[config.mk]
export PLATFORM = sky130hd
export DESIGN_NAME = wvx_waveform_extension
export DESIGN_NICKNAME = d
export VERILOG_FILES = /design/src/core/wvx_waveform_extension.v
export VERILOG_INCLUDE_DIRS = /design/src /design/src/core
export SDC_FILE = /design/constraint.sdc
export NUM_CORES = 1
export LEC_CHECK = 0
export ABC_AREA = 1
export BUFFER_PORTS_ARGS = -buffer_cell sky130_fd_sc_hd__buf_2
export CAP_MARGIN = 40
export CELL_PAD_IN_SITES_DETAIL_PLACEMENT = 0
export CELL_PAD_IN_SITES_GLOBAL_PLACEMENT = 1
export CORE_MARGIN = 2
export CORE_UTILIZATION = 43
export CTS_CLUSTER_SIZE = 8
export DETAILED_ROUTE_END_ITERATION = 16
export PLACE_DENSITY = 0.85
export SYNTH_ARGS = -nofsm -noshare
export SYNTH_HDL_FRONTEND = slang
export SYNTH_SLANG_ARGS = --single-unit
[constraint.sdc]
create_clock -name ref_clk -period 5.95 [get_ports ref_clk]
set_input_delay 0.595 -clock ref_clk [delete_from_list [all_inputs] [get_ports ref_clk]]
set_output_delay 0.595 -clock ref_clk [all_outputs]
set_load 0.01 [all_outputs]
[src/core/wvx_map.vh]
`ifndef WVX_MAP_VH
`define WVX_MAP_VH
// Register byte addresses
`define WVX_CTRL_ADDR 8'h00
`define WVX_FDMASK_ADDR 8'h08
`define WVX_FDCTRL_ADDR 8'h0C
`define WVX_STATUS_ADDR 8'h10
`define WVX_DTBOTH_ADDR 8'h18
`define WVX_LOW_SIDE_DEAD_TIME_ADDR 8'h20
`define WVX_HIGH_SIDE_DEAD_TIME_ADDR 8'h24
`define WVX_OOE_ADDR 8'h28
`define WVX_PORTOV_ADDR 8'h2C
`define WVX_LOCK_ADDR 8'h30
// CTRL fields
`define WVX_CTRL_PGM 5
`define WVX_CTRL_CWCM 4
// FDCTRL fields
`define WVX_FD_DBD 4
`define WVX_FD_MODE 2
// STATUS fields
`define WVX_ST_FDF 2
`define WVX_ST_HSBV 1
`define WVX_ST_LSBV 0
// Fault action codes
`define WVX_ACT_NONE 2'h0
`define WVX_ACT_CLRDIR 2'h3
`define WVX_RESET_BYTE 8'h00
`endif

[src/core/wvx_waveform_extension.v]
// Notes on behaviour
// - With any dead-time channel on, each compare waveform splits into low and high side.
// - Dead-time outputs replace normal port values under port override control.
// - Pattern mode bypasses dead-time insertion entirely.
// - Channel dead-time enable hands pin pair to override enable bits.
// - Off interval with both sides low; sides never switch together.
// - Four generators share double buffered low and high dead-time values.
// - Eight-bit dead-time counter decrements each clock, stops at zero.
// - Counter above one forces both sides of the channel off.
// - Rising edge loads low-side value; falling edge loads high-side value.
// - Pattern mode reuses dead-time storage as pattern across the port.
// - Pattern mode drives compare A onto pins with override enable set.
// - Buffered pattern and override values copy to active only on update.
// - Each event channel maskable as fault input; enabled ones are ORed.
// - Direction-clear action on fault clears port direction bits.
// - Fault sets fault flag and timer error flag.
// - Fault action within two clocks, independent of processor.
// - Latched restore: wait fault gone and flag cleared, then update.
// - Cycle-by-cycle restore: wait fault gone, then next update.
// - Leaving fault restores directions of enabled dead-time channels.
// - Fault leaves port override register intact but blocks its writes.
// - Lock bit blocks writes to control, override enable, fault mask.
// - Action code 00 disables protection; 11 clears enabled channel dirs.
// - Restart select clear is latched, set is cycle-by-cycle.
// - Writing one clears fault flag; writing zero leaves it.
// - Debug break is a fault source unless ignore-debug-break is set.
//
// Decided for this implementation: the register offsets and the AXI4-Lite slave port.
`timescale 1ns/1ps
`include "wvx_map.vh"
module wvx_waveform_extension #(
  parameter CH = 4,
  parameter EVW = 8
) (
  input wire ref_clk,
  input wire srst,
  input wire [31:0] s_axi_awaddr,
  input wire s_axi_awvalid,
  output wire s_axi_awready,
  input wire [31:0] s_axi_wdata,
  input wire [3:0] s_axi_wstrb,
  input wire s_axi_wvalid,
  output wire s_axi_wready,
  output reg [1:0] s_axi_bresp,
  output reg s_axi_bvalid,
  input wire s_axi_bready,
  input wire [31:0] s_axi_araddr,
  input wire s_axi_arvalid,
  output wire s_axi_arready,
  output reg [31:0] s_axi_rdata,
  output reg [1:0] s_axi_rresp,
  output reg s_axi_rvalid,
  input wire s_axi_rready,
  input wire [CH-1:0] waveform_generator_output,
  input wire update,
  input wire [EVW-1:0] fault_events,
  input wire debug_break,
  input wire [7:0] port_dir,
  output reg [7:0] pin_out,
  output reg [7:0] pin_override,
  output reg [7:0] dir_clear_mask,
  output reg fault_active,
  output reg timer_error_flag
);
  reg [7:0] ctrl_reg;
  reg [EVW-1:0] fmask_reg;
  reg [7:0] fdctrl_reg;
  reg fdf_reg;
  reg [7:0] low_side_dead_time_reg;
  reg [7:0] high_side_dead_time_reg;
  reg [7:0] low_side_dead_time_buf_reg;
  reg [7:0] high_side_dead_time_buf_reg;
  reg lsbv_reg;
  reg hsbv_reg;
  reg [7:0] ooe_reg;
  reg [7:0] ooe_buf_reg;
  reg [7:0] portov_reg;
  reg lock_reg;
  reg aw_done_reg;
  reg w_done_reg;
  reg [31:0] awaddr_reg;
  reg [31:0] wdata_reg;
  reg [3:0] wstrb_reg;
  reg [CH-1:0] wg_prev_reg;
  reg [7:0] cnt_reg [0:CH-1];
  reg [CH-1:0] ls_reg;
  reg [CH-1:0] hs_reg;
  reg fault_hold_reg;
  reg [31:0] rdata_next;
  reg [1:0] rresp_next;
  reg [7:0] out_next;
  reg [7:0] ov_next;
  integer i;

  wire any_en = ctrl_reg[`WVX_CTRL_PGM] | (|ctrl_reg[CH-1:0]);
  wire pattern_mode_enable = ctrl_reg[`WVX_CTRL_PGM];
  wire [1:0] fact = fdctrl_reg[1:0];
  wire prot_on = (fact == `WVX_ACT_CLRDIR);
  wire dbg_fault = debug_break & ~fdctrl_reg[`WVX_FD_DBD];
  wire fault_cond = prot_on & ((|(fault_events & fmask_reg)) | dbg_fault);
  wire wr_go = aw_done_reg & w_done_reg & ~s_axi_bvalid;
  wire [7:0] waddr = awaddr_reg[7:0];
  wire [7:0] wbyte = wdata_reg[7:0];
  wire wb0 = wstrb_reg[0];
  wire [7:0] dt_ch_mask = {ctrl_reg[3], ctrl_reg[3], ctrl_reg[2],
    ctrl_reg[2], ctrl_reg[1], ctrl_reg[1], ctrl_reg[0],
    ctrl_reg[0]};
  wire fault_state = fault_hold_reg | fault_cond;

  function is_addr;
    input [7:0] a;
    input [7:0] b;
    begin
      is_addr = (a == b);
    end
  endfunction

  function is_mapped;
    input [7:0] a;
    begin
      is_mapped = is_addr(a, `WVX_CTRL_ADDR) ||
        is_addr(a, `WVX_FDMASK_ADDR) || is_addr(a, `WVX_FDCTRL_ADDR) ||
        is_addr(a, `WVX_STATUS_ADDR) || is_addr(a, `WVX_DTBOTH_ADDR) ||
        is_addr(a, `WVX_LOW_SIDE_DEAD_TIME_ADDR) || is_addr(a, `WVX_HIGH_SIDE_DEAD_TIME_ADDR) ||
        is_addr(a, `WVX_OOE_ADDR) || is_addr(a, `WVX_PORTOV_ADDR) ||
        is_addr(a, `WVX_LOCK_ADDR);
    end
  endfunction

  assign s_axi_awready = ~aw_done_reg;
  assign s_axi_wready = ~w_done_reg;
  assign s_axi_arready = ~s_axi_rvalid;

  always @(posedge ref_clk) begin
    if (srst) begin
      aw_done_reg <= 1'b0;
      w_done_reg <= 1'b0;
      awaddr_reg <= 32'h00000000;
      wdata_reg <= 32'h00000000;
      wstrb_reg <= 4'h0;
      s_axi_bvalid <= 1'b0;
      s_axi_bresp <= 2'h0;
    end else begin
      if (s_axi_awvalid && !aw_done_reg) begin
        aw_done_reg <= 1'b1;
        awaddr_reg <= s_axi_awaddr;
      end
      if (s_axi_wvalid && !w_done_reg) begin
        w_done_reg <= 1'b1;
        wdata_reg <= s_axi_wdata;
        wstrb_reg <= s_axi_wstrb;
      end
      if (wr_go) begin
        s_axi_bvalid <= 1'b1;
        s_axi_bresp <= (!is_mapped(waddr) || awaddr_reg[31:8] != 24'h000000)
          ? 2'h2 : 2'h0;
      end
      if (s_axi_bvalid && s_axi_bready) begin
        s_axi_bvalid <= 1'b0;
        aw_done_reg <= 1'b0;
        w_done_reg <= 1'b0;
      end
    end
  end

  always @* begin
    rdata_next = 32'h00000000;
    rresp_next = 2'h0;
    if (is_addr(s_axi_araddr[7:0], `WVX_CTRL_ADDR))
      rdata_next[7:0] = ctrl_reg;
    else if (is_addr(s_axi_araddr[7:0], `WVX_FDMASK_ADDR))
      rdata_next[EVW-1:0] = fmask_reg;
    else if (is_addr(s_axi_araddr[7:0], `WVX_FDCTRL_ADDR))
      rdata_next[7:0] = fdctrl_reg;
    else if (is_addr(s_axi_araddr[7:0], `WVX_STATUS_ADDR))
      rdata_next[7:0] = {5'h00, fdf_reg, hsbv_reg, lsbv_reg};
    else if (is_addr(s_axi_araddr[7:0], `WVX_LOW_SIDE_DEAD_TIME_ADDR))
      rdata_next[7:0] = low_side_dead_time_reg;
    else if (is_addr(s_axi_araddr[7:0], `WVX_HIGH_SIDE_DEAD_TIME_ADDR))
      rdata_next[7:0] = high_side_dead_time_reg;
    else if (is_addr(s_axi_araddr[7:0], `WVX_OOE_ADDR))
      rdata_next[7:0] = ooe_reg;
    else if (is_addr(s_axi_araddr[7:0], `WVX_PORTOV_ADDR))
      rdata_next[7:0] = portov_reg;
    else if (is_addr(s_axi_araddr[7:0], `WVX_LOCK_ADDR))
      rdata_next[7:0] = {7'h00, lock_reg};
    else if (is_addr(s_axi_araddr[7:0], `WVX_DTBOTH_ADDR))
      rdata_next[7:0] = low_side_dead_time_buf_reg;
    else
      rresp_next = 2'h2;
    if (s_axi_araddr[31:8] != 24'h000000)
      rresp_next = 2'h2;
  end

  always @(posedge ref_clk) begin
    if (srst) begin
      s_axi_rvalid <= 1'b0;
      s_axi_rdata <= 32'h00000000;
      s_axi_rresp <= 2'h0;
    end else if (s_axi_arvalid && !s_axi_rvalid) begin
      s_axi_rvalid <= 1'b1;
      s_axi_rdata <= rdata_next;
      s_axi_rresp <= rresp_next;
    end else if (s_axi_rvalid && s_axi_rready) begin
      s_axi_rvalid <= 1'b0;
    end
  end

  // Register writes, buffers and fault flag
  always @(posedge ref_clk) begin
    if (srst) begin
      ctrl_reg <= `WVX_RESET_BYTE;
      fmask_reg <= {EVW{1'b0}};
      fdctrl_reg <= `WVX_RESET_BYTE;
      fdf_reg <= 1'b0;
      low_side_dead_time_reg <= `WVX_RESET_BYTE;
      high_side_dead_time_reg <= `WVX_RESET_BYTE;
      low_side_dead_time_buf_reg <= `WVX_RESET_BYTE;
      high_side_dead_time_buf_reg <= `WVX_RESET_BYTE;
      lsbv_reg <= 1'b0;
      hsbv_reg <= 1'b0;
      ooe_reg <= `WVX_RESET_BYTE;
      ooe_buf_reg <= `WVX_RESET_BYTE;
      portov_reg <= `WVX_RESET_BYTE;
      lock_reg <= 1'b0;
    end else begin
      if (update) begin
        if (lsbv_reg)
          low_side_dead_time_reg <= low_side_dead_time_buf_reg;
        if (hsbv_reg)
          high_side_dead_time_reg <= high_side_dead_time_buf_reg;
        ooe_reg <= ooe_buf_reg;
        lsbv_reg <= 1'b0;
        hsbv_reg <= 1'b0;
      end
      if (wr_go && wb0) begin
        if (is_addr(waddr, `WVX_CTRL_ADDR) && !lock_reg)
          ctrl_reg <= {2'b00, wbyte[5:0]};
        else if (is_addr(waddr, `WVX_FDMASK_ADDR) && !lock_reg)
          fmask_reg <= wdata_reg[EVW-1:0];
        else if (is_addr(waddr, `WVX_FDCTRL_ADDR))
          fdctrl_reg <= {3'b000, wbyte[4], 1'b0, wbyte[2:0]};
        else if (is_addr(waddr, `WVX_OOE_ADDR) && !lock_reg)
          ooe_buf_reg <= wbyte;
        else if (is_addr(waddr, `WVX_PORTOV_ADDR) && !fault_state)
          portov_reg <= wbyte;
        else if (is_addr(waddr, `WVX_LOCK_ADDR))
          lock_reg <= lock_reg | wbyte[0];
        else if (is_addr(waddr, `WVX_LOW_SIDE_DEAD_TIME_ADDR)) begin
          low_side_dead_time_buf_reg <= wbyte;
          lsbv_reg <= 1'b1;
        end else if (is_addr(waddr, `WVX_HIGH_SIDE_DEAD_TIME_ADDR)) begin
          high_side_dead_time_buf_reg <= wbyte;
          hsbv_reg <= 1'b1;
        end else if (is_addr(waddr, `WVX_DTBOTH_ADDR)) begin
          low_side_dead_time_buf_reg <= wbyte;
          high_side_dead_time_buf_reg <= wbyte;
          lsbv_reg <= 1'b1;
          hsbv_reg <= 1'b1;
        end
      end
      // Set wins over write-one clear
      if (fault_cond)
        fdf_reg <= 1'b1;
      else if (wr_go && wb0 && is_addr(waddr, `WVX_STATUS_ADDR) &&
               wbyte[`WVX_ST_FDF])
        fdf_reg <= 1'b0;
    end
  end

  // Fault state hold and release on update
  always @(posedge ref_clk) begin
    if (srst) begin
      fault_hold_reg <= 1'b0;
      timer_error_flag <= 1'b0;
    end else begin
      timer_error_flag <= fault_cond;
      if (fault_cond)
        fault_hold_reg <= 1'b1;
      else if (fault_hold_reg && update) begin
        if (fdctrl_reg[`WVX_FD_MODE])
          fault_hold_reg <= 1'b0;
        else if (!fdf_reg)
          fault_hold_reg <= 1'b0;
      end
    end
  end

  // Dead-time generators
  genvar g;
  generate
    for (g = 0; g < CH; g = g + 1) begin : dtg
      wire wg = ctrl_reg[`WVX_CTRL_CWCM] ? waveform_generator_output[0]
                                         : waveform_generator_output[g];
      always @(posedge ref_clk) begin
        if (srst) begin
          wg_prev_reg[g] <= 1'b0;
          cnt_reg[g] <= 8'h00;
          ls_reg[g] <= 1'b0;
          hs_reg[g] <= 1'b0;
        end else begin
          wg_prev_reg[g] <= wg;
          if (wg && !wg_prev_reg[g])
            cnt_reg[g] <= low_side_dead_time_reg;
          else if (!wg && wg_prev_reg[g])
            cnt_reg[g] <= high_side_dead_time_reg;
          else if (cnt_reg[g] != 8'h00)
            cnt_reg[g] <= cnt_reg[g] - 8'h01;
          if (wg != wg_prev_reg[g] || cnt_reg[g] > 8'h01) begin
            ls_reg[g] <= 1'b0;
            hs_reg[g] <= 1'b0;
          end else begin
            ls_reg[g] <= wg_prev_reg[g];
            hs_reg[g] <= ~wg_prev_reg[g];
          end
        end
      end
    end
  endgenerate

  // Port override mux
  always @* begin
    out_next = 8'h00;
    ov_next = 8'h00;
    if (pattern_mode_enable) begin
      for (i = 0; i < 8; i = i + 1) begin
        ov_next[i] = ooe_reg[i];
        out_next[i] = waveform_generator_output[0] | high_side_dead_time_reg[i];
      end
    end else if (any_en) begin
      for (i = 0; i < CH; i = i + 1) begin
        out_next[2*i] = ls_reg[i];
        out_next[2*i+1] = hs_reg[i];
        ov_next[2*i] = ctrl_reg[i] & ooe_reg[2*i];
        ov_next[2*i+1] = ctrl_reg[i] & ooe_reg[2*i+1];
      end
    end
    ov_next = ov_next & portov_reg;
  end

  always @(posedge ref_clk) begin
    if (srst) begin
      pin_out <= 8'h00;
      pin_override <= 8'h00;
      dir_clear_mask <= 8'h00;
      fault_active <= 1'b0;
    end else begin
      pin_out <= out_next;
      pin_override <= ov_next;
      fault_active <= fault_state;
      // Direction clear; port restores when mask drops
      dir_clear_mask <= fault_state ? (dt_ch_mask & port_dir) : 8'h00;
    end
  end
endmodule // wvx_waveform_extension

Word level (Yosys, flattened, before mapping)
Memories as Yosys holds them, arrays and structs flattened.
Cells that the tools add are included.
{"block": "totals", "reg_bits": 174, "out_inout_bits": 67, "ram_bits": 32, "n_memories": 1, "inputBits": 129}
{"block": "classes", "reduce_logical": 81, "n_eq_ne": 25, "order_cmp": 4, "n_bitwise": 56, "n_addsub": 4, "mux": 125}
{"name": "cnt_reg", "depth": 4, "word_bits": 8, "rd": 4, "rd_ports_with_merged_regs": 0, "write_ports": 4, "line_no": "wvx_waveform_extension.v:85", "text": "reg [7:0] cnt_reg [0:CH-1];"}
{"operator": "8-bit two-way mux", "count": 30}
{"operator": "1-bit two-way mux", "count": 83}
{"operator": "8-bit by 6-bit == test with 1-bit output, second input constant", "count": 10}
{"operator": "24-bit nonzero test", "count": 2}
{"operator": "8-bit by 4-bit == test with 1-bit output, second input constant", "count": 4}
{"operator": "8-bit by 5-bit == test with 1-bit output, second input constant", "count": 4}
{"operator": "8-bit by 1-bit greater-than comparator with 1-bit output, second input constant", "count": 4}
{"operator": "8-bit nonzero test", "count": 4}
{"operator": "8-bit by 1-bit subtractor with 8-bit output, second input constant", "count": 4}
{"operator": "8-bit AND", "count": 3}
{"operator": "2-bit two-way mux", "count": 12}
{"operator": "1-bit OR", "count": 24}
{"operator": "1-bit logical AND", "count": 21}
{"operator": "9-bit AND reduction", "count": 2}
{"operator": "1-bit NOT", "count": 17}
{"operator": "8-bit logical NOT", "count": 2}
{"operator": "1-bit logical NOT", "count": 14}
{"operator": "1-bit logical OR", "count": 14}
{"operator": "1-bit AND", "count": 12}
{"operator": "2-bit OR reduction", "count": 6}
{"operator": "2-bit nonzero test", "count": 5}
{"operator": "2-bit AND reduction", "count": 4}
{"operator": "8-bit OR reduction", "count": 1}
{"operator": "7-bit AND reduction", "count": 1}
{"operator": "other kinds (9)", "count": 12}

Longest topological paths before layout
{"block": "logic_depth", "depth_word": 13, "depth_mapped": 14}

Worst setup path after synthesis
Ideal clock, no wire load.
{"block": "synth_path", "path_type": "input to register", "from": "input port waveform_generator_output[0]", "to": "memory cnt_reg[0][0] (enable)", "t_arrival_ns": 1.908, "setup_time_ns": 0.329, "required_time_ns": 5.621, "cell_stages": 6, "slack_ns": 3.713, "path_cell_list": "clkinv_1 -> ha_1 -> nor3_2 -> clkbuf_1 -> nor2_1 -> nand2_1"}
{"item": "start: declaration", "line_no": "wvx_waveform_extension.v:54", "text": "input wire [CH-1:0] waveform_generator_output,"}
{"item": "end: declaration", "line_no": "wvx_waveform_extension.v:85"}

==> results.toml <==
[routing]
routed_wl_mm = 27.04
vias = 8822
ant_nets = 0
wire_per_inst_um = 15.82
drtIter0Drc = 595
post-route-drc-count = 0
first_pass_iters = 6
via_per_inst = 5.162

[finish]
n_fill_cell = 2211
stdcell_count = 1709
layout_common_cells = "191 x nand2_1, 181 x nor2_1, 172 x dfxtp_1"
drive_gt1_share_pct = 14.43
seqCellArea_mm2 = 0.004404
synthToLayoutAreaGrowth_pct = 17.40
stdcell_area_mm2 = 0.01134
post-route-util_pct = 51.66
nets = 1571
final_common_cell = "nand2_1"
multi_input_area_mm2 = 0.004444

[critical_path]
critPathRequiredTime_ns = 6.15
worstPathArrival_ns = 2.63
critPathKind = "reg -> reg"
crit_path_start_kind = "register"
crit_path_end_kind = "register"
cp_max_fo = 11

[sta]
rsz0062_at_grt = "no"
setup-violations-final = 0
worst_slew_margin_rel_pct = 36.81
timing.final.crit_share_pct = 40.81
tightest_slew_ns = 0.9427
setup_tns_ns = 0
hold_slack_ns = 0.2854
fin_ws_ns = 3.522
post-route-min-period_ns = 2.428
final-hold-violation-count = 0
final_max_slew_viol_count = 0
max_freq_ghz = 0.4119
worst_clock_skew_ns = 0.007213

[floorplanning]
coreArea_mm2 = 0.02196
start_util_pct = 44.01
rows = 54
io_pins = 196
dieWidth_um = 153.9
die-area_mm2 = 0.02369
dieHeight_um = 153.9

[pwr]
vdd_drop_max_uv = 353.3
p_total_mw = 3.446
p_per_area_mw_per_mm2 = 303.8
cellLeakagePower_nw = 4.819

[yosys]
yosys.area.top_type = "dfxtp_1"
yosys.area_share.xor_xnor_pct = 1.360
yosys-mux-area-fraction_pct = 0
synth_fa_ha_area_share_pct = 3.108
synthTopCellsByArea = "dfxtp_1 36%, edfxtp_1 9.9%, nand2_1 7.4%"
syn_inst = 1282
netlist_area_mm2 = 0.009663
seq_area_frac_synth_pct = 45.58
yosys_warnings = 0
yosysTopAreaCellShare_pct = 35.63
syn_area_per_cell_um2 = 7.537
synth_cell_types = 45
synth-simple-area-share_pct = 23.79
ys_ff_latch = 204
synth_top_family_by_area = "simple AND/OR/NAND/NOR gates"
synth_compound_area_share_pct = 16.73

[global_route]
grt_pass1_wl_mm = 42.68
grt_overflow = 0
grt_use_met2_pct = 38.31
grt_util_all_layers_pct = 22.38
grt_pass1_vias = 8316
use_met1_pct = 29.03
antenna_found_initial = 1
use_met3_pct = 4.397
grt_max_degree = 104
grt.busiest_layer = "met2"

[cts]
clock_path_buffers = 3
postCtsHoldBufs = 0
cts_sinks = 204
clk_latency_ns = 0.53
h-tree-depth = 1
clkTransAtPathRegs_ns = 0.05
cts_resized = 0
cts_tree = "yes"
cts-root-buf = "clkbuf_16"
cts_setup_buffers = 0
cts_buffers = 29

[placed_design]
dp_slack_ns = 3.055
io_buffers = 142
post-place-cells = 1667
gp_congestion = 0.8760
hpwlAfterDp_mm = 19.65
placed_area_mm2 = 0.01054

[outcome]
status = "completed"

[run]
cap_violations = 0

[hold_path]
hold_path_class = "in -> reg"
-- cells by family (layout without fill, tap and decap cells) --
logic type | Yosys count | in the layout
other | 1 | 27
buffers and inverters | 213 | 334
adder cells (fa/ha/maj) | 24 | 24
AND/OR/NAND/NOR | 531 | 531
flip-flops | 204 | 204
AO/OA/AOI/OAI | 294 | 294
XOR/XNOR | 15 | 15
-- cell type report --
class	instances	area share [%]
Antenna cell	1	0.02206
Clock buffer	39	6.728
Clock inverter	2	0.3419
Inverter	144	4.765
Multi-Input combinational cell	890	39.18
Sequential cell	204	38.82
Tap cell	280	3.088
Timing Repair Buffer	149	7.059
-- Yosys cell counts (all sizes together) --
cell type  instances
a221oi             1
nand4             13
buf               35
clkinv             3
nor3b              1
o21ai            144
conb               1
a211oi             1
o21a               1
clkbuf            34
xnor2              7
a31o               1
or2               10
o211ai            11
nand2            192
a21o               1
o311ai            14
o2111ai            1
xor2               8
inv              141
ha                24
nor2             186
nor3              25
o22ai              1
a31oi              3
nor4              14
nand3b             1
a21oi            107
dfxtp            172
a311oi             8
edfxtp            32
nand3             89
-- worst max-delay path, stage by stage, from the launching register on --
cell	delay [ns]
dfxtp_1	0.31
inv_1	0.21
nand2_1	0.12
nand2_1	0.10
inv_1	0.08
ha_1	0.18
nor3_1	0.17
nand2_1	0.25
nand2_1	0.28
inv_1	0.10
nand2_1	0.28
-- where the power goes --
| group | total (mW) | switching [mW] | internal, mW | leakage (nW) |
|---|---|---|---|---|
| logic | 0.416 | 0.262 | 0.154 | 2.68 |
| registers | 1.54 | 0.0544 | 1.49 | 1.75 |
| clock network | 1.49 | 0.574 | 0.916 | 0.388 |
-- metal layers --
layer,wire length (um),vias up
met4,493,0
met1,11860,4025
met5,0,-
met2,12880,259
met3,1812,38
li1,-,4500
-- path summary, 6_finish.rpt --
path / from / end / slack [ns] / cells past startpoint
min: s_axi_awaddr[26] / awaddr_reg[26]$_SDFFE_PP0P_ / 0.29 / 3
max: ctrl_reg[4]$_SDFFE_PP0P_ / cnt_reg[2][0]$_SDFFCE_PN0P_ / 3.52 / 10
max reg2reg: ctrl_reg[4]$_SDFFE_PP0P_ / cnt_reg[2][0]$_SDFFCE_PN0P_ / 3.52 / 10
min reg2reg: awaddr_reg[0]$_SDFFE_PP0P_ / awaddr_reg[0]$_SDFFE_PP0P_ / 0.44 / 2
Note: power is estimated with default switching activity, not from simulation.
